$ cat src/design/slcd_cfg.svh
// constants of the segment lcd configuration and clocking block
`ifndef SLCD_CFG_SVH
`define SLCD_CFG_SVH
// register indices; byte address is four times the index
`define SLCD_IDX_CTRL_A 8'hE4
`define SLCD_IDX_CTRL_B 8'hE5
`define SLCD_IDX_FRR 8'hE6
`define SLCD_IDX_STATUS 8'hE7
`define SLCD_ADDR_LSB 2
// reset values
`define SLCD_RST_CTRL_A 8'h00
`define SLCD_RST_CTRL_B 8'h00
`define SLCD_RST_FRR 8'h00
// control a fields
`define SLCD_A_ENABLE 7
`define SLCD_A_CCD 1
`define SLCD_A_BLANK 0
`define SLCD_A_WMASK 8'h83
// control b fields
`define SLCD_B_CS 7
`define SLCD_B_HALF 6
`define SLCD_B_DUTY_HI 5
`define SLCD_B_DUTY_LO 4
`define SLCD_B_PM_TOP 3
// frame rate fields; bits 7 and 3 reserved
`define SLCD_F_PS_HI 6
`define SLCD_F_PS_LO 4
`define SLCD_F_CD_HI 2
`define SLCD_F_CD_LO 0
`define SLCD_F_WMASK 8'h77
// last frame count in prescaled periods, one less than the frame length
`define SLCD_K_THIRD 3'h5
`define SLCD_K_OTHER 3'h7
// status fields
`define SLCD_S_RUN 0
`define SLCD_S_BLANK 1
`define SLCD_S_PH_LO 2
`define SLCD_S_PH_HI 4
`endif

$ cat src/design/slcd_pkg.sv
// types of the segment lcd configuration and clocking block
package slcd_pkg;
	// driver states, gray along off -> run -> blank
	typedef enum logic [1:0] {
		SLCD_OFF = 2'b00,
		SLCD_RUN = 2'b01,
		SLCD_BLANK = 2'b11
	} slcd_state_t;

	// pin drive view towards the glass
	typedef struct packed {
		logic [3:0] commonPinEn;
		logic [39:0] segmentPinEn;
		logic grounded;
		logic supplyOn;
		logic halfBias;
		logic staticBias;
	} slcd_pins_t;

	// whole block state
	typedef struct packed {
		logic [7:0] ctrlA;
		logic [7:0] ctrlB;
		logic [7:0] frr;
		slcd_state_t st;
		logic [1:0] syncOsc;
		logic [1:0] syncExt;
		logic lastSrc;
		logic [11:0] preCnt;
		logic [2:0] divCnt;
		logic [2:0] frmCnt;
		logic pready;
		logic pslverr;
		logic [31:0] prdata;
		slcd_pins_t pins;
		logic panelTick;
		logic frameStart;
	} slcd_regs_t;
endpackage : slcd_pkg

$ cat src/design/slcd_top.sv
// segment lcd configuration, clock prescaler and frame timing with apb registers
//Contract
//- contrast supply disable set switches the internal driver supply off.
//- blanking takes effect at frame end; then all pins drive ground.
//- clock source select: zero system clock, one asynchronous clock.
//- asynchronous clock is oscillator or external pin, per external select.
//- duty select codes give static, 1/2, 1/3 and 1/4 duty.
//- duty decides how many common pins drive; rest stay port pins.
//- port mask picks segment pins driven, 13 up to 40.
//- mask codes map to 13,15,17,19,21,23,24,25,27..39,40 segments.
//- on small variants the top mask bit is reserved, reads zero.
//- frame rate bits 7 and 3 ignore writes and read zero.
//- prescaler tap select divides by 16,64,128..4096.
//- tap output is divided again to form the prescaled panel clock.
//- clock divide field divides by its code plus one.
//- a frame lasts 6 prescaled periods at 1/3 duty, otherwise 8.
//- enable starts the driver, clearing it stops it at once.
//
// Added by the designer: register access over APB.
`include "slcd_cfg.svh"

module slcd_top #(
	parameter bit WIDE_PINS = 1'b1,
	parameter int SEG_PINS = 40
) (
	input wire logic ref_clk,
	input wire logic rst,
	input wire logic psel,
	input wire logic penable,
	input wire logic pwrite,
	input wire logic [11:0] paddr,
	input wire logic [31:0] pwdata,
	output logic [31:0] prdata,
	output logic pready,
	output logic pslverr,
	input wire logic oscClkPin,
	input wire logic extClkPin,
	input wire logic externalClockInputSelect,
	output logic [3:0] commonPinEn,
	output logic [SEG_PINS-1:0] segmentPinEn,
	output logic pinsGrounded,
	output logic internalSupplyOn,
	output logic halfBias,
	output logic staticBias,
	output logic prescaledPanelClock,
	output logic frameStart
);
	//****************************************************************
	// decoding functions
	//****************************************************************

	// prescaler tap mask, counter low bits all ones marks a tap
	function automatic logic [11:0] tapMask(input logic [2:0] sel);
		case (sel)
			3'h0: tapMask = 12'h00F;
			3'h1: tapMask = 12'h03F;
			3'h2: tapMask = 12'h07F;
			3'h3: tapMask = 12'h0FF;
			3'h4: tapMask = 12'h1FF;
			3'h5: tapMask = 12'h3FF;
			3'h6: tapMask = 12'h7FF;
			default: tapMask = 12'hFFF;
		endcase
	endfunction : tapMask

	// number of segment pins for a mask code
	function automatic logic [5:0] segCount(input logic [3:0] pm);
		case (pm)
			4'h0: segCount = 6'h0D;
			4'h1: segCount = 6'h0F;
			4'h2: segCount = 6'h11;
			4'h3: segCount = 6'h13;
			4'h4: segCount = 6'h15;
			4'h5: segCount = 6'h17;
			4'h6: segCount = 6'h18;
			4'h7: segCount = 6'h19;
			4'h8: segCount = 6'h1B;
			4'h9: segCount = 6'h1D;
			4'hA: segCount = 6'h1F;
			4'hB: segCount = 6'h21;
			4'hC: segCount = 6'h23;
			4'hD: segCount = 6'h25;
			4'hE: segCount = 6'h27;
			default: segCount = 6'h28;
		endcase
	endfunction : segCount

	// common pins in use per duty code
	function automatic logic [3:0] comMask(input logic [1:0] duty);
		case (duty)
			2'h0: comMask = 4'h1;
			2'h1: comMask = 4'h3;
			2'h2: comMask = 4'h7;
			default: comMask = 4'hF;
		endcase
	endfunction : comMask

	//****************************************************************
	// state and decode
	//****************************************************************

	slcd_pkg::slcd_regs_t q;
	slcd_pkg::slcd_regs_t d;
	logic [5:0] segNum;
	logic [SEG_PINS-1:0] segMask;
	logic [1:0] dutyCode;

	// top mask bit kept only on the wide variant
	assign segNum = segCount({q.ctrlB[`SLCD_B_PM_TOP] & WIDE_PINS, q.ctrlB[2:0]});
	assign dutyCode = q.ctrlB[`SLCD_B_DUTY_HI:`SLCD_B_DUTY_LO];

	// segment enable mask, one bit per pin
	genvar gi;
	generate
		for (gi = 0; gi < SEG_PINS; gi++) begin : gSeg
			assign segMask[gi] = (6'(gi) < segNum);
		end
	endgenerate

	//****************************************************************
	// next state
	//****************************************************************

	logic srcLevel;
	logic clkTick;
	logic tapTick;
	logic frameEnd;
	logic [2:0] frameLast;
	logic enabled;
	logic access;
	logic mapped;
	logic [7:0] regIdx;
	logic [7:0] rdByte;
	logic [7:0] wrByte;
	logic [7:0] statusByte;

	// sequential intent of every field
	always_comb begin
		d = q;
		d.pready = 1'b0;
		d.pslverr = 1'b0;
		d.panelTick = 1'b0;
		d.frameStart = 1'b0;
		tapTick = 1'b0;
		frameEnd = 1'b0;
		enabled = q.ctrlA[`SLCD_A_ENABLE];

		// asynchronous clock pins: two flops before use
		d.syncOsc = {q.syncOsc[0], oscClkPin};
		d.syncExt = {q.syncExt[0], extClkPin};
		srcLevel = externalClockInputSelect ? q.syncExt[1] : q.syncOsc[1];
		d.lastSrc = srcLevel;
		clkTick = q.ctrlB[`SLCD_B_CS] ? (srcLevel & ~q.lastSrc) : 1'b1;

		// apb slave, answer one cycle into the access phase
		access = psel & penable;
		regIdx = paddr[`SLCD_ADDR_LSB+7:`SLCD_ADDR_LSB];
		mapped = (paddr[1:0] == 2'h0) && (paddr[11:10] == 2'h0) &&
			((regIdx == `SLCD_IDX_CTRL_A) || (regIdx == `SLCD_IDX_CTRL_B) ||
			(regIdx == `SLCD_IDX_FRR) || (regIdx == `SLCD_IDX_STATUS));
		statusByte = 8'h00;
		statusByte[`SLCD_S_RUN] = (q.st != slcd_pkg::SLCD_OFF);
		statusByte[`SLCD_S_BLANK] = (q.st == slcd_pkg::SLCD_BLANK);
		statusByte[`SLCD_S_PH_HI:`SLCD_S_PH_LO] = q.frmCnt;
		case (regIdx)
			`SLCD_IDX_CTRL_A: rdByte = q.ctrlA;
			`SLCD_IDX_CTRL_B: rdByte = q.ctrlB;
			`SLCD_IDX_FRR: rdByte = q.frr;
			`SLCD_IDX_STATUS: rdByte = statusByte;
			default: rdByte = 8'h00;
		endcase
		wrByte = pwdata[7:0];
		if (access && !q.pready) begin
			d.pready = 1'b1;
			d.pslverr = ~mapped;
			d.prdata = (mapped && !pwrite) ? {24'h00_0000, rdByte} : 32'h0000_0000;
		end
		if (access && q.pready && pwrite && mapped) begin
			case (regIdx)
				`SLCD_IDX_CTRL_A: d.ctrlA = wrByte & `SLCD_A_WMASK;
				`SLCD_IDX_CTRL_B: begin
					d.ctrlB = wrByte;
					d.ctrlB[`SLCD_B_PM_TOP] = wrByte[`SLCD_B_PM_TOP] & WIDE_PINS;
				end
				`SLCD_IDX_FRR: d.frr = wrByte & `SLCD_F_WMASK;
				default: d.ctrlA = q.ctrlA;
			endcase
		end

		// prescaler tap and clock divider
		if (!enabled) begin
			d.preCnt = 12'h000;
			d.divCnt = 3'h0;
			d.frmCnt = 3'h0;
		end else if (clkTick) begin
			d.preCnt = q.preCnt + 12'h001;
			tapTick = ((q.preCnt & tapMask(q.frr[`SLCD_F_PS_HI:`SLCD_F_PS_LO])) ==
				tapMask(q.frr[`SLCD_F_PS_HI:`SLCD_F_PS_LO]));
		end
		if (enabled && tapTick) begin
			if (q.divCnt >= q.frr[`SLCD_F_CD_HI:`SLCD_F_CD_LO]) begin
				d.divCnt = 3'h0;
				d.panelTick = 1'b1;
			end else begin
				d.divCnt = q.divCnt + 3'h1;
			end
		end

		// frame length in prescaled periods
		frameLast = (dutyCode == 2'h2) ? `SLCD_K_THIRD : `SLCD_K_OTHER;
		if (enabled && q.panelTick) begin
			if (q.frmCnt >= frameLast) begin
				d.frmCnt = 3'h0;
				frameEnd = 1'b1;
			end else begin
				d.frmCnt = q.frmCnt + 3'h1;
			end
		end

		// driver state: start, blank at frame end, stop at once
		case (q.st)
			slcd_pkg::SLCD_OFF: begin
				if (enabled) begin
					d.st = slcd_pkg::SLCD_RUN;
					d.frameStart = 1'b1;
				end
			end
			slcd_pkg::SLCD_RUN: begin
				if (!enabled) begin
					d.st = slcd_pkg::SLCD_OFF;
				end else if (frameEnd) begin
					d.frameStart = 1'b1;
					if (q.ctrlA[`SLCD_A_BLANK]) begin
						d.st = slcd_pkg::SLCD_BLANK;
					end
				end
			end
			slcd_pkg::SLCD_BLANK: begin
				if (!enabled) begin
					d.st = slcd_pkg::SLCD_OFF;
				end else if (frameEnd) begin
					d.frameStart = 1'b1;
					if (!q.ctrlA[`SLCD_A_BLANK]) begin
						d.st = slcd_pkg::SLCD_RUN;
					end
				end
			end
			default: d.st = slcd_pkg::SLCD_OFF;
		endcase

		// pin view from the next state
		if (d.st == slcd_pkg::SLCD_OFF) begin
			d.pins.commonPinEn = 4'h0;
			d.pins.segmentPinEn = 40'h00_0000_0000;
		end else begin
			d.pins.commonPinEn = comMask(dutyCode);
			d.pins.segmentPinEn = 40'(segMask);
		end
		d.pins.grounded = (d.st == slcd_pkg::SLCD_BLANK);
		d.pins.supplyOn = (d.st != slcd_pkg::SLCD_OFF) && !q.ctrlA[`SLCD_A_CCD];
		d.pins.staticBias = (dutyCode == 2'h0);
		d.pins.halfBias = !d.pins.staticBias && q.ctrlB[`SLCD_B_HALF];
	end

	//****************************************************************
	// state register
	//****************************************************************

	// all state in one register
	always_ff @(posedge ref_clk or posedge rst) begin
		if (rst) begin
			q <= '0;
			q.ctrlA <= `SLCD_RST_CTRL_A;
			q.ctrlB <= `SLCD_RST_CTRL_B;
			q.frr <= `SLCD_RST_FRR;
			q.st <= slcd_pkg::SLCD_OFF;
		end else begin
			q <= d;
		end
	end

	//****************************************************************
	// outputs, all from flops
	//****************************************************************

	// drive the ports from the registered state
	assign prdata = q.prdata;
	assign pready = q.pready;
	assign pslverr = q.pslverr;
	assign commonPinEn = q.pins.commonPinEn;
	assign segmentPinEn = q.pins.segmentPinEn[SEG_PINS-1:0];
	assign pinsGrounded = q.pins.grounded;
	assign internalSupplyOn = q.pins.supplyOn;
	assign halfBias = q.pins.halfBias;
	assign staticBias = q.pins.staticBias;
	assign prescaledPanelClock = q.panelTick;
	assign frameStart = q.frameStart;
endmodule : slcd_top

$ cat config.mk
export PLATFORM = sky130hd
export DESIGN_NAME = slcd_top
export DESIGN_NICKNAME = d
export VERILOG_FILES = /design/src/design/slcd_pkg.sv /design/src/design/slcd_top.sv
export VERILOG_INCLUDE_DIRS = /design/src /design/src/design
export SDC_FILE = /design/constraint.sdc
export NUM_CORES = 1
export LEC_CHECK = 0
export BUFFER_PORTS_ARGS = -buffer_cell sky130_fd_sc_hd__buf_2
export CORE_MARGIN = 2
export CORE_UTILIZATION = 35
export DETAILED_ROUTE_END_ITERATION = 16
export PLACE_DENSITY = 0.54
export SLEW_MARGIN = 20
export SYNTH_ARGS = -nofsm -noshare
export SYNTH_HDL_FRONTEND = slang
export SYNTH_SLANG_ARGS = --single-unit
$ cat constraint.sdc
create_clock -name ref_clk -period 3.8 [get_ports ref_clk]
set_input_delay 0 -clock ref_clk [delete_from_list [all_inputs] [get_ports ref_clk]]
set_output_delay 0 -clock ref_clk [all_outputs]
set_load 0.005 [all_outputs]
# Word level (Yosys, flattened, before mapping)
# Memories as Yosys holds them, arrays and structs flattened.
# Index checks and enable logic that the tools add are counted.
[classes] mux=36 add_sub_neg=3 order_cmp=42 eq_ne=19 n_bitwise=5 n_reduce_logical=30
[ops] op="5-bit by 6-bit < comparator with 1-bit output, first input constant" n=16
[ops] op="12-bit case mux with 7 select lines" n=1
[ops] op="4-bit by 6-bit < comparator with 1-bit output, first input constant" n=8
[ops] op="6-bit < comparator, first input constant" n=8
[ops] op="12-bit 2-to-1 mux" n=4
[ops] op="44-bit 2-to-1 mux" n=1
[ops] op="34-bit 2-to-1 mux" n=1
[ops] op="8-bit equality test, second input constant" n=4
[ops] op="8-bit case mux with 4 select lines" n=1
[ops] op="3-bit by 6-bit < comparator with 1-bit output, first input constant" n=4
[ops] op="2-bit 2-to-1 mux" n=8
[ops] op="12-bit by 1-bit adder with 12-bit output, second input constant" n=1
[ops] op="12-bit AND" n=1
[ops] op="12-bit equality test" n=1
[ops] op="1-bit by 6-bit < comparator with 1-bit output, first input constant" n=2
[ops] op="2-bit by 6-bit < comparator with 1-bit output, first input constant" n=2
[ops] op="3-bit 2-to-1 mux" n=4
[ops] op="4-bit case mux with 3 select lines" n=1
[ops] op="1-bit logical AND" n=11
[ops] op="1-bit 2-to-1 mux" n=11
[ops] op="2-bit zero test" n=5
[ops] op="3-bit equality test, second input constant" n=3
[ops] op="8-bit 2-to-1 mux" n=1
[ops] op="3-bit by 1-bit adder with 3-bit output, second input constant" n=2
[ops] op="17 further kinds" n=34
[totals] n_memories=1 register_bits=126 elab_cells=157 out_inout_bits=84 rom_bits=96
[memory_table] memory="(no name shown)" depth=16 width=6 read_ports=1 rd_ports_with_merged_regs=0 wr=0 line_no="slcd_top.sv:68" text="case (pm)"

# Longest topological paths before layout
# Gate-level depths: netlist of run 1.
[logic_depth] word_depth=11 mapped_depth=9 ltp_nobuf=7

# Least setup slack after synthesis of run 1
# Ideal clock, no wire load.
[synth_timing] kind="register -> register" startpoint="register q[119] (netlist name)" endpoint="register q, in the netlist segmentPinEn[0]" t_arrival_ns=1.831 setup_slack_ns=1.827 path_stages_with_launch=10 n_path_buf=2 t_required_ns=3.658 period_less_slack_ns=1.973 cell_sequence="dfrtp_1 -> buf_2 -> inv_1 -> ha_1 -> clkbuf_1 -> nand2_1 -> o22ai_1 -> nand2_1 -> nor3_1 -> a31oi_1"
[synth_rtl] item="start, declared" line_no="slcd_top.sv:102" text="slcd_pkg::slcd_regs_t q;"

==> results of run 1 <==
synth_stat cells, drive strengths merged, types with 6 or more instances:
cell	count	area [um2]
inv	20	75.1
a21oi	32	160
mux2	20	225
buf	78	581
ha	11	138
o21ai	22	118
o21a	6	45.0
nor2	45	169
nand2	24	90.1
nor2b	6	37.5
dfrtp	102	2550
clkbuf	13	48.8
nand3	6	30.0
xnor2	8	70.1
nor3	13	65.1
how the worst min path moves through the flow:
| stage | slack (ns) | cells past startpoint | start | to |
|---|---|---|---|---|
| detailed placement | 0.11 | 1 | extClkPin | d[104] |
| finish | 0.03 | 3 | paddr[9] | pslverr |
| floorplan | 0.03 | 0 | extClkPin | d[104] |
| global route | 0.04 | 3 | pwrite | prdata[1] |
| global placement | 0.11 | 1 | extClkPin | d[104] |
| CTS | 0.009 | 3 | pwrite | prdata[1] |
cell families (layout without fill, tap and decap cells):
logic type      count (synthesis)  in the layout  share of synthesized area [%]
compound gates                 87             87                           10.6
other cells                     1             24                         0.0753
xor+xnor                       11             11                           1.93
simple gates                  131            131                           13.0
buf+inv                       112            137                           14.2
mux                            26             26                           5.98
flops                         102            102                           51.2
fa+ha+maj                      12             12                           2.96
cell type report:
cell class | count | area (um2)
inverter | 21 | 81.3
sequential | 102 | 2550
clock buffer | 13 | 240
tap | 180 | 225
clock inverter | 2 | 10.0
multi-input combinational | 291 | 1810
fill | 1385 | 8390
timing repair buffer | 101 | 571
placed cells by master, fill, tap and decap left out, types with 3 or more instances in the layout:
cell type | netlist | layout
sky130_fd_sc_hd__dfrtp_1 | 102 | 102
sky130_fd_sc_hd__buf_2 | 2 | 87
sky130_fd_sc_hd__nor2_1 | 45 | 45
sky130_fd_sc_hd__a21oi_1 | 32 | 32
sky130_fd_sc_hd__nand2_1 | 24 | 24
sky130_fd_sc_hd__conb_1 | 1 | 24
sky130_fd_sc_hd__inv_1 | 20 | 19
sky130_fd_sc_hd__o21ai_0 | 16 | 16
sky130_fd_sc_hd__nor3_1 | 13 | 13
sky130_fd_sc_hd__dlygate4sd3_1 | 0 | 12
sky130_fd_sc_hd__mux2_2 | 11 | 11
sky130_fd_sc_hd__ha_1 | 11 | 11
sky130_fd_sc_hd__mux2_1 | 9 | 9
sky130_fd_sc_hd__clkbuf_16 | 0 | 9
sky130_fd_sc_hd__xnor2_1 | 8 | 8
sky130_fd_sc_hd__nor2b_1 | 6 | 6
sky130_fd_sc_hd__o21a_1 | 6 | 6
sky130_fd_sc_hd__nand3_1 | 6 | 6
sky130_fd_sc_hd__mux2i_1 | 5 | 5
sky130_fd_sc_hd__nand2b_1 | 5 | 5
sky130_fd_sc_hd__a21o_1 | 5 | 5
sky130_fd_sc_hd__and2_1 | 5 | 5
sky130_fd_sc_hd__nand4_1 | 4 | 4
sky130_fd_sc_hd__or3_1 | 4 | 4
sky130_fd_sc_hd__and3_1 | 4 | 4
sky130_fd_sc_hd__a22oi_1 | 4 | 4
sky130_fd_sc_hd__clkbuf_1 | 13 | 4
sky130_fd_sc_hd__o21ai_2 | 2 | 3
sky130_fd_sc_hd__o21ai_1 | 4 | 3
sky130_fd_sc_hd__a31oi_1 | 3 | 3
sky130_fd_sc_hd__xor2_1 | 3 | 3
power groups by stage:
| stage | Sequential [mW] | Combinational [mW] | Clock [mW] |
|---|---|---|---|
| after global routing | 1.09 | 0.0781 | 0.875 |
| after detailed placement | 1.11 | 0.0599 | 0 |
| after CTS | 1.09 | 0.0693 | 0.838 |
| final | 1.09 | 0.0675 | 0.803 |
| after global placement | 1.11 | 0.0592 | 0 |
| after floorplan | 1.11 | 0.0508 | 0 |
sequential cells by signal (all words and copies together) (netlist names):
signal               cells
commonPinEn              4
d                        2
dutyCode                 2
enabled                  1
frameStart               1
halfBias                 1
internalSupplyOn         1
pinsGrounded             1
prdata                   8
pready                   1
prescaledPanelClock      1
pslverr                  1
q                       37
segmentPinEn            40
staticBias               1
worst max-delay path: cells and delay by family (launching register included):
kind	cells	cell delay, ns
buf+inv	2	0.45
simple gates	2	0.85
fa+ha+maj	1	0.29
compound gates	1	0.09
flops	1	0.52
per-layer routing:
metal / global-route usage, % / up-vias
met4: 3.98 / 0
met1: 16.9 / 1637
met2: 22.3 / 85
li1: - / 1619
met5: 0 / -
met3: 4.52 / 15
per-stage QoR:
stage	power (mW)	util (%)	std cells	area [um2]	worst slack, ns
2_1_floorplan	1.16	-	505	5070	1.12
3_3_place_gp	1.17	36.9	683	5120	1.48
3_5_place_dp	1.17	36.9	683	5120	1.48
4_1_cts	2.00	39.6	710	5490	1.46
5_1_grt	2.04	39.6	710	5490	1.18
6_report	1.96	39.6	710	5490	1.45
what timing repair did:
item | in CTS | in global routing
buffers inserted | 0 | 0
endpoints found under the setup margin | 0 | 0
hold endpoints to repair | 87 | 0
hold buffers | 12 | 0
==> impl_table.tex, run 1 <==
\begin{tabular}{lr}
\hline
Metric & Value \\
\hline
\multicolumn{2}{l}{\textbf{Synthesis}} \\
\quad Netlist area before placement & 4980 um2 \\
\quad Register bit total from synthesis & 102 \\
\quad Distinct cells, synth & 55 \\
\quad Number of enable-type register cells in the synthesized netlist & 0 \\
\quad Post-synth ARST share & 100\% \\
\quad Yosys warning count & 0 \\
\quad Most common flop cell mapped by yosys & sky130\_fd\_sc\_hd\_\_dfrtp\_1 \\
\quad Share of the yosys chip area belonging to registers & 51.2\% \\
\quad Number of cells produced by synthesis & 482 \\
\quad Synthesized area per cell & 10.3 um2 \\
\multicolumn{2}{l}{\textbf{Pwr}} \\
\quad Leakage dissipation & 2.81 nW \\
\quad Pint & 1.55 mW \\
\quad Proportion of power drawn by flip-flops and latches & 55.6\% \\
\quad Part of the total power dissipated in combinational logic & 3.4\% \\
\quad Total power divided by cell area & 357 nW/um2 \\
\quad Total net switching power & 409 uW \\
\quad Switching part of the total power & 20.9\% \\
\quad Peak ir drop on the vdd network & 0.000259 V \\
\quad Clock power frac & 40.9\% \\
\multicolumn{2}{l}{\textbf{Drt}} \\
\quad Number of vias after detailed routing & 3,356 \\
\quad Total met3 wirelength after detailed routing & 581 um \\
\quad Detailed router's first-iteration violation count & 246 \\
\quad Number of design rule violations left after detail routing & 0 \\
\quad Met2 wire len & 4880 um \\
\quad Per-cell via count in the routed design & 4.73 \\
\quad Final wirelength & 9850 um \\
\quad Routed wire per std cell & 13.9 um \\
\quad Drt pass-1 iters & 4 \\
\quad Highest metal layer with signal wires & met4 \\
\quad Detailed-route wire length on metal 1 & 4220 um \\
\quad Remaining antenna violation count after routing & 0 \\
\multicolumn{2}{l}{\textbf{Clock network}} \\
\quad CTS HTree Levels & 3 \\
\quad Clock network latency to the later pin of the worst-skew pair & 0.34 ns \\
\quad Sinks on Clock Net & 102 \\
\quad Root buffer cell & sky130\_fd\_sc\_hd\_\_clkbuf\_16 \\
\quad Maximum number of buffers from clock root to sink & 2 \\
\quad Number of gates given a new drive strength after cts & 0 \\
\quad Clock tree from TritonCTS & done \\
\quad Clock transition time at the flip-flop clock pins of the worst setup and hold paths & 0.06 ns \\
\quad Cts bufs inserted & 9 \\
\multicolumn{2}{l}{\textbf{Floorplan}} \\
\quad Vertical extent of the die & 123 um \\
\quad Core area & 13,900 um2 \\
\quad Num ports & 136 \\
\quad DIE AREA & 15,200 um2 \\
\quad Cell Rows & 43 \\
\quad Horizontal die dimension & 123 um \\
\quad Initial standard-cell utilization of the core & 35.9\% \\
\multicolumn{2}{l}{\textbf{Timing}} \\
\quad Upper clock frequency limit & 426 MHz \\
\quad Slew of the pin with the lowest slew margin & 0.880 ns \\
\quad Unrepaired setup endpoints after global routing & false \\
\quad Post-route worst hold slack & 0.0291 ns \\
\quad Clock tree skew after final layout & 0.00755 ns \\
\quad Min cycle time layout & 2.35 ns \\
\quad Setup violation total in the final timing report & 0 \\
\quad Final sum of negative setup slack & 0 ns \\
\quad Final Cycle Share & 61.7\% \\
\quad Final Slew Violations & 0 \\
\quad Tightest slew margin relative to the limit & 41.3\% \\
\quad Final hold viol count & 0 \\
\multicolumn{2}{l}{\textbf{Layout}} \\
\quad Syn-to-layout area delta & 10.2\% \\
\quad Fraction of final layout cells sized beyond drive strength 1 & 22.5\% \\
\quad Antenna cells & 0 \\
\quad Final net count & 589 \\
\multicolumn{2}{l}{\textbf{Worst setup path}} \\
\quad Register-to-register setup slack & 1.45 ns \\
\quad Required time worst endpoint & 4.00 ns \\
\quad Cells along the critical path & inv\_1, ha\_1, clkinv\_1, nor2\_1, and2\_1, a21oi\_1 \\
\quad Critical path's largest stage delay & 0.56 ns \\
\quad Crit-path slowest cell & sky130\_fd\_sc\_hd\_\_nor2\_1 \\
\quad Worst r2r dst & segmentPinEn[3] \\
\quad Endpoint of the worst setup timing path & segmentPinEn[3] \\
\quad R2R Path Start & q[119] \\
\quad Worst setup path startpoint & q[119] \\
\quad Arrival time of data at the critical path endpoint & 2.54 ns \\
\quad Worst Setup Start Kind & flop \\
\quad Endpoint kind of the worst setup timing path & flop \\
\quad Peak fanout along the critical path & 12 \\
\quad CP Class & flop to flop \\
\quad Logic depth of the worst register-to-register path & 6 \\
\multicolumn{2}{l}{\textbf{Global route}} \\
\quad Via count of the first global-routing pass & 3,148 \\
\quad Final global-route overflow total & 0 \\
\quad Number of antenna violations at the first check in global routing & 0 \\
\quad First-pass GRT wire length & 15,700 um \\
\quad Global routing usage summed across all routing layers & 13.5\% \\
\quad Maximum number of pins on one net before global-route repair & 69 \\
\multicolumn{2}{l}{\textbf{Placed design}} \\
\quad Number of input and output port buffers inserted & 87 \\
\quad Gpl congestion & 0.773 \\
\quad Final HPWL DP & 7090 um \\
\multicolumn{2}{l}{\textbf{Job}} \\
\quad Max\_cap viols & 0 \\
\multicolumn{2}{l}{\textbf{Hold path}} \\
\quad Worst min-delay path class & input pin to flop \\
\multicolumn{2}{l}{\textbf{Status}} \\
\quad Status & completed \\
\hline
\end{tabular}
No activity file was read; power rests on OpenSTA's default activity.
==> run 2: changes to the inputs <==
--- a/config.mk
+++ b/config.mk
@@ -6,6 +6,7 @@
 export SDC_FILE = /design/constraint.sdc
 export NUM_CORES = 1
 export LEC_CHECK = 0
+export ABC_AREA = 1
 export BUFFER_PORTS_ARGS = -buffer_cell sky130_fd_sc_hd__buf_2
 export CORE_MARGIN = 2
 export CORE_UTILIZATION = 35
==> constraint.sdc (replaced) <==
create_clock -name ref_clk -period 2.32 [get_ports ref_clk]
set_input_delay 0 -clock ref_clk [delete_from_list [all_inputs] [get_ports ref_clk]]
set_output_delay 0 -clock ref_clk [all_outputs]
set_load 0.005 [all_outputs]
==> run 2 against run 1 <==
Net effect:
- sequential cell count unchanged
- clock power increased by 120%
- largest cell class unchanged
- total power increased by 86%
- area after synthesis increased by 3.9%
- final cell count increased by 20%
- critical path type is now input pin to flop
- critical path depth increased by 4
- largest power group unchanged
- worst setup slack got worse by 0.98 ns
- global-route usage increased by 0.92 points
- routed wire length increased by 12%
- sequential power increased by 64%
==> impl_table.tex, run 2 <==
\begin{tabular}{lr}
\hline
Metric & Value \\
\hline
\multicolumn{2}{l}{\textbf{Status}} \\
\quad Status & completed \\
\multicolumn{2}{l}{\textbf{Pwr}} \\
\quad Leakage dissipation & 3.09 nW (+10\%) \\
\quad Peak ir drop on the vdd network & 0.000393 V (+52\%) \\
\quad Total power divided by cell area & 623 nW/um2 (+74\%) \\
\quad Power, Total & 3.64 mW (+86\%) \\
\multicolumn{2}{l}{\textbf{Layout}} \\
\quad Area of all placed cells without fillers & 5850 um2 (+6.5\%) \\
\quad Antenna cells & 0 (unchanged) \\
\quad Number of flip-flops in the largest register & 40 (unchanged) \\
\quad Most frequent standard cell in the layout excluding fill and tap cells & sky130\_fd\_sc\_hd\_\_nand2\_1 \\
\quad Final net count & 727 (+23\%) \\
\quad Syn-to-layout area delta & 12.9\% \\
\quad Fraction of final layout cells sized beyond drive strength 1 & 19.7\% (-2.7 points) \\
\quad Final Instance Count excl. Fillers & 853 (+20\%) \\
\quad Leading cell types in the layout, fill and taps excluded & sky130\_fd\_sc\_hd\_\_nand2\_1, sky130\_fd\_sc\_hd\_\_dfrtp\_1, sky130\_fd\_sc\_hd\_\_buf\_2 \\
\multicolumn{2}{l}{\textbf{Drt}} \\
\quad Detailed-route wire length on metal 1 & 4850 um (+15\%) \\
\quad Highest metal layer with signal wires & met4 \\
\quad Number of design rule violations left after detail routing & 0 (unchanged) \\
\quad Detailed router's first-iteration violation count & 171 (-30\%) \\
\quad Remaining antenna violation count after routing & 0 (unchanged) \\
\quad Final wirelength & 11,000 um (+12\%) \\
\quad Total met3 wirelength after detailed routing & 545 um (-6.2\%) \\
\quad Drt pass-1 iters & 5 (+1) \\
\quad Number of vias after detailed routing & 3,891 (+16\%) \\
\quad Routed wire per std cell & 12.9 um (-6.9\%) \\
\quad Met2 wire len & 5460 um (+12\%) \\
\quad Per-cell via count in the routed design & 4.56 (-3.5\%) \\
\multicolumn{2}{l}{\textbf{Clock network}} \\
\quad Root buffer cell & sky130\_fd\_sc\_hd\_\_clkbuf\_16 \\
\quad Post-CTS Setup Inserts & 0 (unchanged) \\
\quad Clock transition time at the flip-flop clock pins of the worst setup and hold paths & 0.07 ns (about the same) \\
\quad Sinks on Clock Net & 102 (unchanged) \\
\quad CTS HTree Levels & 3 (unchanged) \\
\quad Cts bufs inserted & 9 (unchanged) \\
\quad Number of gates given a new drive strength after cts & 0 (unchanged) \\
\quad Clock tree from TritonCTS & done \\
\quad Clock network latency to the later pin of the worst-skew pair & 0.35 ns (about the same) \\
\quad Maximum number of buffers from clock root to sink & 2 (unchanged) \\
\multicolumn{2}{l}{\textbf{Floorplan}} \\
\quad Core area & 14,500 um2 (+4.3\%) \\
\quad Vertical extent of the die & 126 um (+1.9\%) \\
\quad Horizontal die dimension & 126 um (+1.9\%) \\
\quad Num ports & 136 (unchanged) \\
\quad Initial standard-cell utilization of the core & 35.8\% (-0.13 points) \\
\quad DIE AREA & 15,800 um2 (+3.8\%) \\
\quad Cell Rows & 44 (+2.3\%) \\
\multicolumn{2}{l}{\textbf{Synthesis}} \\
\quad Post-synth ARST share & 100\% (unchanged) \\
\quad Number of enable-type register cells in the synthesized netlist & 0 (unchanged) \\
\quad Distinct cells, synth & 36 (-35\%) \\
\quad Share of the yosys chip area belonging to registers & 49.3\% (-1.9 points) \\
\quad Leading post-synthesis cells by instance count & sky130\_fd\_sc\_hd\_\_nand2\_1, sky130\_fd\_sc\_hd\_\_dfrtp\_1, sky130\_fd\_sc\_hd\_\_buf\_4 \\
\quad Number of cells produced by synthesis & 611 (+27\%) \\
\quad Area share of the leading cell type in the synthesized netlist & 49.3\% (-1.9 points) \\
\quad Netlist area before placement & 5180 um2 (+3.9\%) \\
\quad Library cell occupying the most area in the post-synthesis netlist & sky130\_fd\_sc\_hd\_\_dfrtp\_1 \\
\quad Yosys warning count & 0 (unchanged) \\
\quad Synthesized area per cell & 8.48 um2 (-18\%) \\
\quad Leading cell types by total area after synthesis & sky130\_fd\_sc\_hd\_\_dfrtp\_1, sky130\_fd\_sc\_hd\_\_buf\_4, sky130\_fd\_sc\_hd\_\_nand2\_1, sky130\_fd\_sc\_hd\_\_nor2\_1, sky130\_fd\_sc\_hd\_\_inv\_1 \\
\quad Most common flop cell mapped by yosys & sky130\_fd\_sc\_hd\_\_dfrtp\_1 \\
\quad Register bit total from synthesis & 102 (unchanged) \\
\quad Most common cell in the netlist & sky130\_fd\_sc\_hd\_\_nand2\_1 \\
\multicolumn{2}{l}{\textbf{Global route}} \\
\quad Number of antenna violations at the first check in global routing & 0 (unchanged) \\
\quad Global routing usage summed across all routing layers & 14.4\% (+0.92 points) \\
\quad First-pass GRT wire length & 18,200 um (+16\%) \\
\quad Via count of the first global-routing pass & 3,787 (+20\%) \\
\quad Final global-route overflow total & 0 (unchanged) \\
\quad Maximum number of pins on one net before global-route repair & 103 (+49\%) \\
\multicolumn{2}{l}{\textbf{Timing}} \\
\quad Final Slew Violations & 0 (unchanged) \\
\quad Clock tree skew after final layout & 0.00362 ns (-0.00393 ns) \\
\quad Tightest slew margin relative to the limit & 60.9\% (+20 points) \\
\quad Final hold viol count & 0 (unchanged) \\
\quad Final Cycle Share & 79.7\% \\
\quad Final sum of negative setup slack & 0 ns (unchanged) \\
\quad Unrepaired setup endpoints after global routing & false \\
\quad Setup violation total in the final timing report & 0 (unchanged) \\
\quad Slew of the pin with the lowest slew margin & 0.586 ns (-0.294 ns) \\
\quad Upper clock frequency limit & 541 MHz \\
\quad Final worst setup slack & 0.471 ns (-0.983 ns) \\
\quad Min cycle time layout & 1.85 ns \\
\multicolumn{2}{l}{\textbf{Placed design}} \\
\quad Number of input and output port buffers inserted & 87 (unchanged) \\
\quad Setup slack at placement & 0.482 ns (-0.999 ns) \\
\quad Gpl congestion & 0.841 (+8.8\%) \\
\quad Final HPWL DP & 8140 um (+15\%) \\
\quad Placed cell count & 823 (+20\%) \\
\quad Placement Cell Area & 5360 um2 (+4.6\%) \\
\multicolumn{2}{l}{\textbf{Worst setup path}} \\
\quad CP Class & input pin to flop \\
\quad Peak fanout along the critical path & 10 (-2) \\
\quad Worst Setup Start Kind & input pin \\
\quad Required time worst endpoint & 2.61 ns (-1.39 ns) \\
\quad Arrival time of data at the critical path endpoint & 2.14 ns (-0.40 ns) \\
\quad Endpoint kind of the worst setup timing path & flop \\
\multicolumn{2}{l}{\textbf{Hold path}} \\
\quad Worst min-delay path class & input pin to flop \\
\multicolumn{2}{l}{\textbf{Job}} \\
\quad Max\_cap viols & 0 (unchanged) \\
\hline
\end{tabular}
[run 2: cell count changes in the layout (fill, tap and decap cells not counted), sizes merged, moves of 8 or more]
| cell | previous run | this run |
|---|---|---|
| a21oi | 32 | 15 |
| nor3 | 13 | 5 |
| mux2 | 20 | 0 |
| inv | 20 | 68 |
| nor2 | 45 | 82 |
| nand3 | 6 | 39 |
| nand4 | 4 | 14 |
| nand2 | 24 | 122 |
| o21ai | 22 | 45 |
[run 2: area by class of cell]
type / count / area, um2
clock inverters: 5 / 106
repair buffers: 105 / 618
well taps: 184 / 230
inverters: 69 / 263
multi-input cells: 377 / 1830
clock buffers: 11 / 243
flip-flops and latches: 102 / 2550
fillers: 1487 / 8630
[run 2: final timing paths]
kind / slack (ns) / depth (start not counted) / endpoint / start
min reg2reg: 0.36 / 0 / q[106] / d[106]
max: 0.47 / 10 / prdata[0] / penable
max in group asynchronous: 1.53 / 4 / segmentPinEn[34] / rst
min in group asynchronous: 0.31 / 4 / q[90] / rst
min: 0.03 / 5 / pslverr / paddr[10]
max reg2reg: 0.47 / 9 / segmentPinEn[18] / q[119]
[run 2: where the power goes]
group,total (mW),internal (mW),switching [mW]
clock,1.73,1.09,0.648
sequential,1.79,1.78,0.00225
combinational,0.123,0.0440,0.0788
[run 2: routing by layer]
metal | vias to the layer above | global-route usage (%)
li1 | 1953 | -
met1 | 1836 | 17.9
met3 | 11 | 4.76
met2 | 91 | 24.3
met5 | - | 0
met4 | 0 | 3.86
[run 2: kinds of logic after synthesis]
family	Yosys count	synth area share [%]
adders and majority gates	11	2.66
buffers and inverters	155	17.0
AOI/OAI and AO/OA	73	8.09
DFF	102	49.3
other	1	0.0724
xor gates and xnor gates	3	0.507
and+or+nand+nor	266	22.4
[run 2: worst max-delay path: stages]
cell	delay, ns
sky130_fd_sc_hd__dlygate4sd3_1	0.52
sky130_fd_sc_hd__buf_2	0.09
sky130_fd_sc_hd__nand2_1	0.05
sky130_fd_sc_hd__dlygate4sd3_1	0.55
sky130_fd_sc_hd__nor2_1	0.15
sky130_fd_sc_hd__inv_2	0.12
sky130_fd_sc_hd__nor2_1	0.11
sky130_fd_sc_hd__and2_1	0.28
sky130_fd_sc_hd__o21ai_0	0.17
sky130_fd_sc_hd__nand2_1	0.08
[run 2: metrics by stage]
step                      hold WS [ns]  utilization [%]
after global routing            0.0473             40.4
final                           0.0277             40.4
after global placement           0.111             37.0
after floorplan                 0.0314                -
after CTS                       0.0225             40.4
after detailed placement         0.110             37.0
[run 2: what timing repair did]
item | CTS | global route
setup endpoints to repair | 0 | 0
hold buffers | 14 | 0
endpoints found under the hold margin | 123 | 0
==> run 3: changes to the inputs <==
==> constraint.sdc (replaced) <==
create_clock -name ref_clk -period 1.9 [get_ports ref_clk]
set_input_delay 0 -clock ref_clk [delete_from_list [all_inputs] [get_ports ref_clk]]
set_output_delay 0 -clock ref_clk [all_outputs]
set_load 0.005 [all_outputs]
==> run 3 against run 2 <==
Net effect:
- clock-buffer cell count is 2 lower
- core utilization is 0.069 points lower
- combinational power is 22% higher
- routed wire length is 1.6% higher
- non-clock buffer count is 7 higher
- via count is 1.7% higher
- sequential power is 22% higher
- design area is 0.17% lower
- register-to-register slack worse by 0.29 ns
- final cell count is 0.82% higher
- sequential cell count stayed put
- total power is 12% higher
==> impl_table.tex, run 3 (synthesized netlist as in run 2, its figures left out) <==
\begin{tabular}{lr}
\hline
Metric & Value \\
\hline
\multicolumn{2}{l}{\textbf{Pwr}} \\
\quad Total net switching power & 958 uW (+31\%) \\
\quad Peak ir drop on the vdd network & 0.000534 V (+36\%) \\
\quad Pint & 3.13 mW (+7.6\%) \\
\quad Total power divided by cell area & 701 nW/um2 (+13\%) \\
\quad Power, Total & 4.09 mW (+12\%) \\
\quad Part of the total power dissipated in combinational logic & 3.7\% (+0.3 points) \\
\quad Clock power frac & 43.1\% (-4.5 points) \\
\quad Switching part of the total power & 23.4\% (+3.4 points) \\
\quad Leakage dissipation & 3.09 nW (-0.28\%) \\
\quad Proportion of power drawn by flip-flops and latches & 53.3\% (+4.3 points) \\
\multicolumn{2}{l}{\textbf{Layout}} \\
\quad Final Instance Count excl. Fillers & 860 (+0.82\%) \\
\quad Fraction of final layout cells sized beyond drive strength 1 & 21.6\% (+1.9 points) \\
\quad Utilization after layout & 40.3\% (-0.069 points) \\
\quad Final net count & 734 (+0.96\%) \\
\quad Leading cell types in the layout, fill and taps excluded & sky130\_fd\_sc\_hd\_\_nand2\_1, sky130\_fd\_sc\_hd\_\_dfrtp\_1, sky130\_fd\_sc\_hd\_\_buf\_2 \\
\quad Area of all placed cells without fillers & 5840 um2 (-0.17\%) \\
\quad Number of flip-flops in the largest register & 40 (unchanged) \\
\quad Antenna cells & 0 (unchanged) \\
\quad Most frequent standard cell in the layout excluding fill and tap cells & sky130\_fd\_sc\_hd\_\_nand2\_1 \\
\quad Syn-to-layout area delta & 12.7\% \\
\multicolumn{2}{l}{\textbf{Worst setup path}} \\
\quad Cells along the critical path & dlygate4sd3\_1, buf\_2, nand2\_1, dlygate4sd3\_1, nor2\_1, inv\_2, nor2\_1, and2\_2, o21ai\_0, nand2\_1 \\
\quad Worst r2r dst & segmentPinEn[5] \\
\quad Logic depth of the worst register-to-register path & 9 (unchanged) \\
\quad Peak fanout along the critical path & 10 (unchanged) \\
\quad Critical path's largest stage delay & 0.55 ns (about the same) \\
\quad Cell type group with the largest total delay on the critical path & buffers and inverters \\
\quad Crit-path slowest cell & sky130\_fd\_sc\_hd\_\_dlygate4sd3\_1 \\
\quad R2R Path Start & q[117] \\
\quad CP Class & input pin to flop \\
\quad Endpoint kind of the worst setup timing path & flop \\
\quad Worst Path Buf+Inv & 4 (unchanged) \\
\quad Worst Setup Start Kind & input pin \\
\quad Register-to-register setup slack & 0.18 ns (-0.29 ns) \\
\quad Arrival time of data at the critical path endpoint & 2.02 ns (-0.12 ns) \\
\quad Required time worst endpoint & 2.19 ns (-0.42 ns) \\
\multicolumn{2}{l}{\textbf{Placed design}} \\
\quad Gpl congestion & 0.836 (-0.61\%) \\
\quad Placed cell count & 828 (+0.61\%) \\
\quad Number of input and output port buffers inserted & 87 (unchanged) \\
\quad Final HPWL DP & 8360 um (+2.8\%) \\
\quad Placement Cell Area & 5380 um2 (+0.47\%) \\
\quad Setup slack at placement & 0.0802 ns (-0.402 ns) \\
\multicolumn{2}{l}{\textbf{Timing}} \\
\quad Slew of the pin with the lowest slew margin & 0.684 ns (+0.0978 ns) \\
\quad Final Slew Violations & 0 (unchanged) \\
\quad Post-route worst hold slack & 0.0263 ns (-0.00140 ns) \\
\quad Upper clock frequency limit & 579 MHz \\
\quad Final Cycle Share & 90.9\% \\
\quad Final sum of negative setup slack & 0 ns (unchanged) \\
\quad Final hold viol count & 0 (unchanged) \\
\quad Clock tree skew after final layout & 0.00848 ns (+0.00486 ns) \\
\quad Tightest slew margin relative to the limit & 54.4\% (-6.5 points) \\
\quad Setup violation total in the final timing report & 0 (unchanged) \\
\quad Unrepaired setup endpoints after global routing & false \\
\quad Final worst setup slack & 0.172 ns (-0.298 ns) \\
\quad Min cycle time layout & 1.73 ns \\
\multicolumn{2}{l}{\textbf{Global route}} \\
\quad Via count of the first global-routing pass & 3,803 (+0.42\%) \\
\quad Maximum number of pins on one net before global-route repair & 57 (-45\%) \\
\quad Global routing usage summed across all routing layers & 14.6\% (+0.16 points) \\
\quad First-pass GRT wire length & 18,500 um (+1.3\%) \\
\quad Number of antenna violations at the first check in global routing & 0 (unchanged) \\
\quad Final global-route overflow total & 0 (unchanged) \\
\multicolumn{2}{l}{\textbf{Floorplan}} \\
\quad Vertical extent of the die & 126 um (unchanged) \\
\quad Initial standard-cell utilization of the core & 35.8\% (unchanged) \\
\quad Horizontal die dimension & 126 um (unchanged) \\
\quad Num ports & 136 (unchanged) \\
\quad Core area & 14,500 um2 (unchanged) \\
\quad Cell Rows & 44 (unchanged) \\
\quad DIE AREA & 15,800 um2 (unchanged) \\
\multicolumn{2}{l}{\textbf{Drt}} \\
\quad Detailed router's first-iteration violation count & 307 (+80\%) \\
\quad Per-cell via count in the routed design & 4.60 (+0.92\%) \\
\quad Number of design rule violations left after detail routing & 0 (unchanged) \\
\quad Remaining antenna violation count after routing & 0 (unchanged) \\
\quad Final wirelength & 11,200 um (+1.6\%) \\
\quad Routed wire per std cell & 13.0 um (+0.74\%) \\
\quad Drt pass-1 iters & 4 (-1) \\
\quad Number of vias after detailed routing & 3,959 (+1.7\%) \\
\multicolumn{2}{l}{\textbf{Clock network}} \\
\quad Sinks on Clock Net & 102 (unchanged) \\
\quad Cts bufs inserted & 9 (unchanged) \\
\quad Clock network latency to the later pin of the worst-skew pair & 0.35 ns (about the same) \\
\quad CTS HTree Levels & 3 (unchanged) \\
\quad Clock tree from TritonCTS & done \\
\quad Root buffer cell & sky130\_fd\_sc\_hd\_\_clkbuf\_16 \\
\quad Maximum number of buffers from clock root to sink & 2 (unchanged) \\
\quad Clock transition time at the flip-flop clock pins of the worst setup and hold paths & 0.07 ns (about the same) \\
\multicolumn{2}{l}{\textbf{Hold path}} \\
\quad End point of the worst hold path & pslverr \\
\quad Min-delay src & paddr[10] \\
\quad Worst min-delay path class & input pin to flop \\
\quad Number of instances on the worst hold path & 5 (unchanged) \\
\multicolumn{2}{l}{\textbf{Status}} \\
\quad Status & completed \\
\multicolumn{2}{l}{\textbf{Job}} \\
\quad Max\_cap viols & 0 (unchanged) \\
\hline
\end{tabular}
run 3: cell types whose count changed in the layout (fill, tap and decap cells not counted), moves of 2 or more:
cell,previous run,this run
sky130_fd_sc_hd__buf_4,3,11
sky130_fd_sc_hd__bufinv_16,3,0
sky130_fd_sc_hd__inv_6,0,3
sky130_fd_sc_hd__clkinvlp_4,2,4
sky130_fd_sc_hd__dfrtp_1,102,100
sky130_fd_sc_hd__dfrtp_2,0,2
sky130_fd_sc_hd__nor2_1,74,72
run 3: what timing repair did:
item	CTS	global route
hold buffers	14	0
setup buffers	0	2
hold endpoints to repair	122	0
resized for setup	0	7
setup endpoints to repair	0	22
run 3: area by class of cell:
class / instances / area [um2]
Clock buffer: 9 / 225
Clock inverter: 7 / 57.6
Fill cell: 1487 / 8640
Inverter: 69 / 263
Multi-Input combinational cell: 377 / 1850
Sequential cell: 102 / 2550
Tap cell: 184 / 230
Timing Repair Buffer: 112 / 658
run 3: worst min-delay path: cells and delay by family:
kind	cells	cell delay [ns]
AND/OR/NAND/NOR	4	0.27
buffers and inverters	1	0.07
run 3: how the worst max path moves through the flow:
stage                 start          endpoint  cells after the start
finish              penable         prdata[2]                     10
CTS                  q[118]  segmentPinEn[16]                      9
detailed placement   q[118]  segmentPinEn[16]                      9
floorplan            q[119]  segmentPinEn[18]                      9
global route         q[117]  segmentPinEn[28]                      9
global placement     q[118]  segmentPinEn[18]                      9
run 3: metal layers:
metal	part of all wire (%)	GRT usage, %	wire, um	up-vias
li1	-	-	-	1966
met2	49	24.7	5510	101
met3	5.1	3.91	566	10
met5	0	0	0	-
met1	45	18.5	4980	1882
met4	1.1	4.05	127	0
run 3: power by group through the flow:
stage / clock [mW] / combinational (mW) / sequential [mW]
finish: 1.76 / 0.150 / 2.18
global route: 1.90 / 0.172 / 2.18
CTS: 1.84 / 0.153 / 2.18
detailed placement: 0 / 0.132 / 2.22
global placement: 0 / 0.129 / 2.22
floorplan: 0 / 0.107 / 2.22
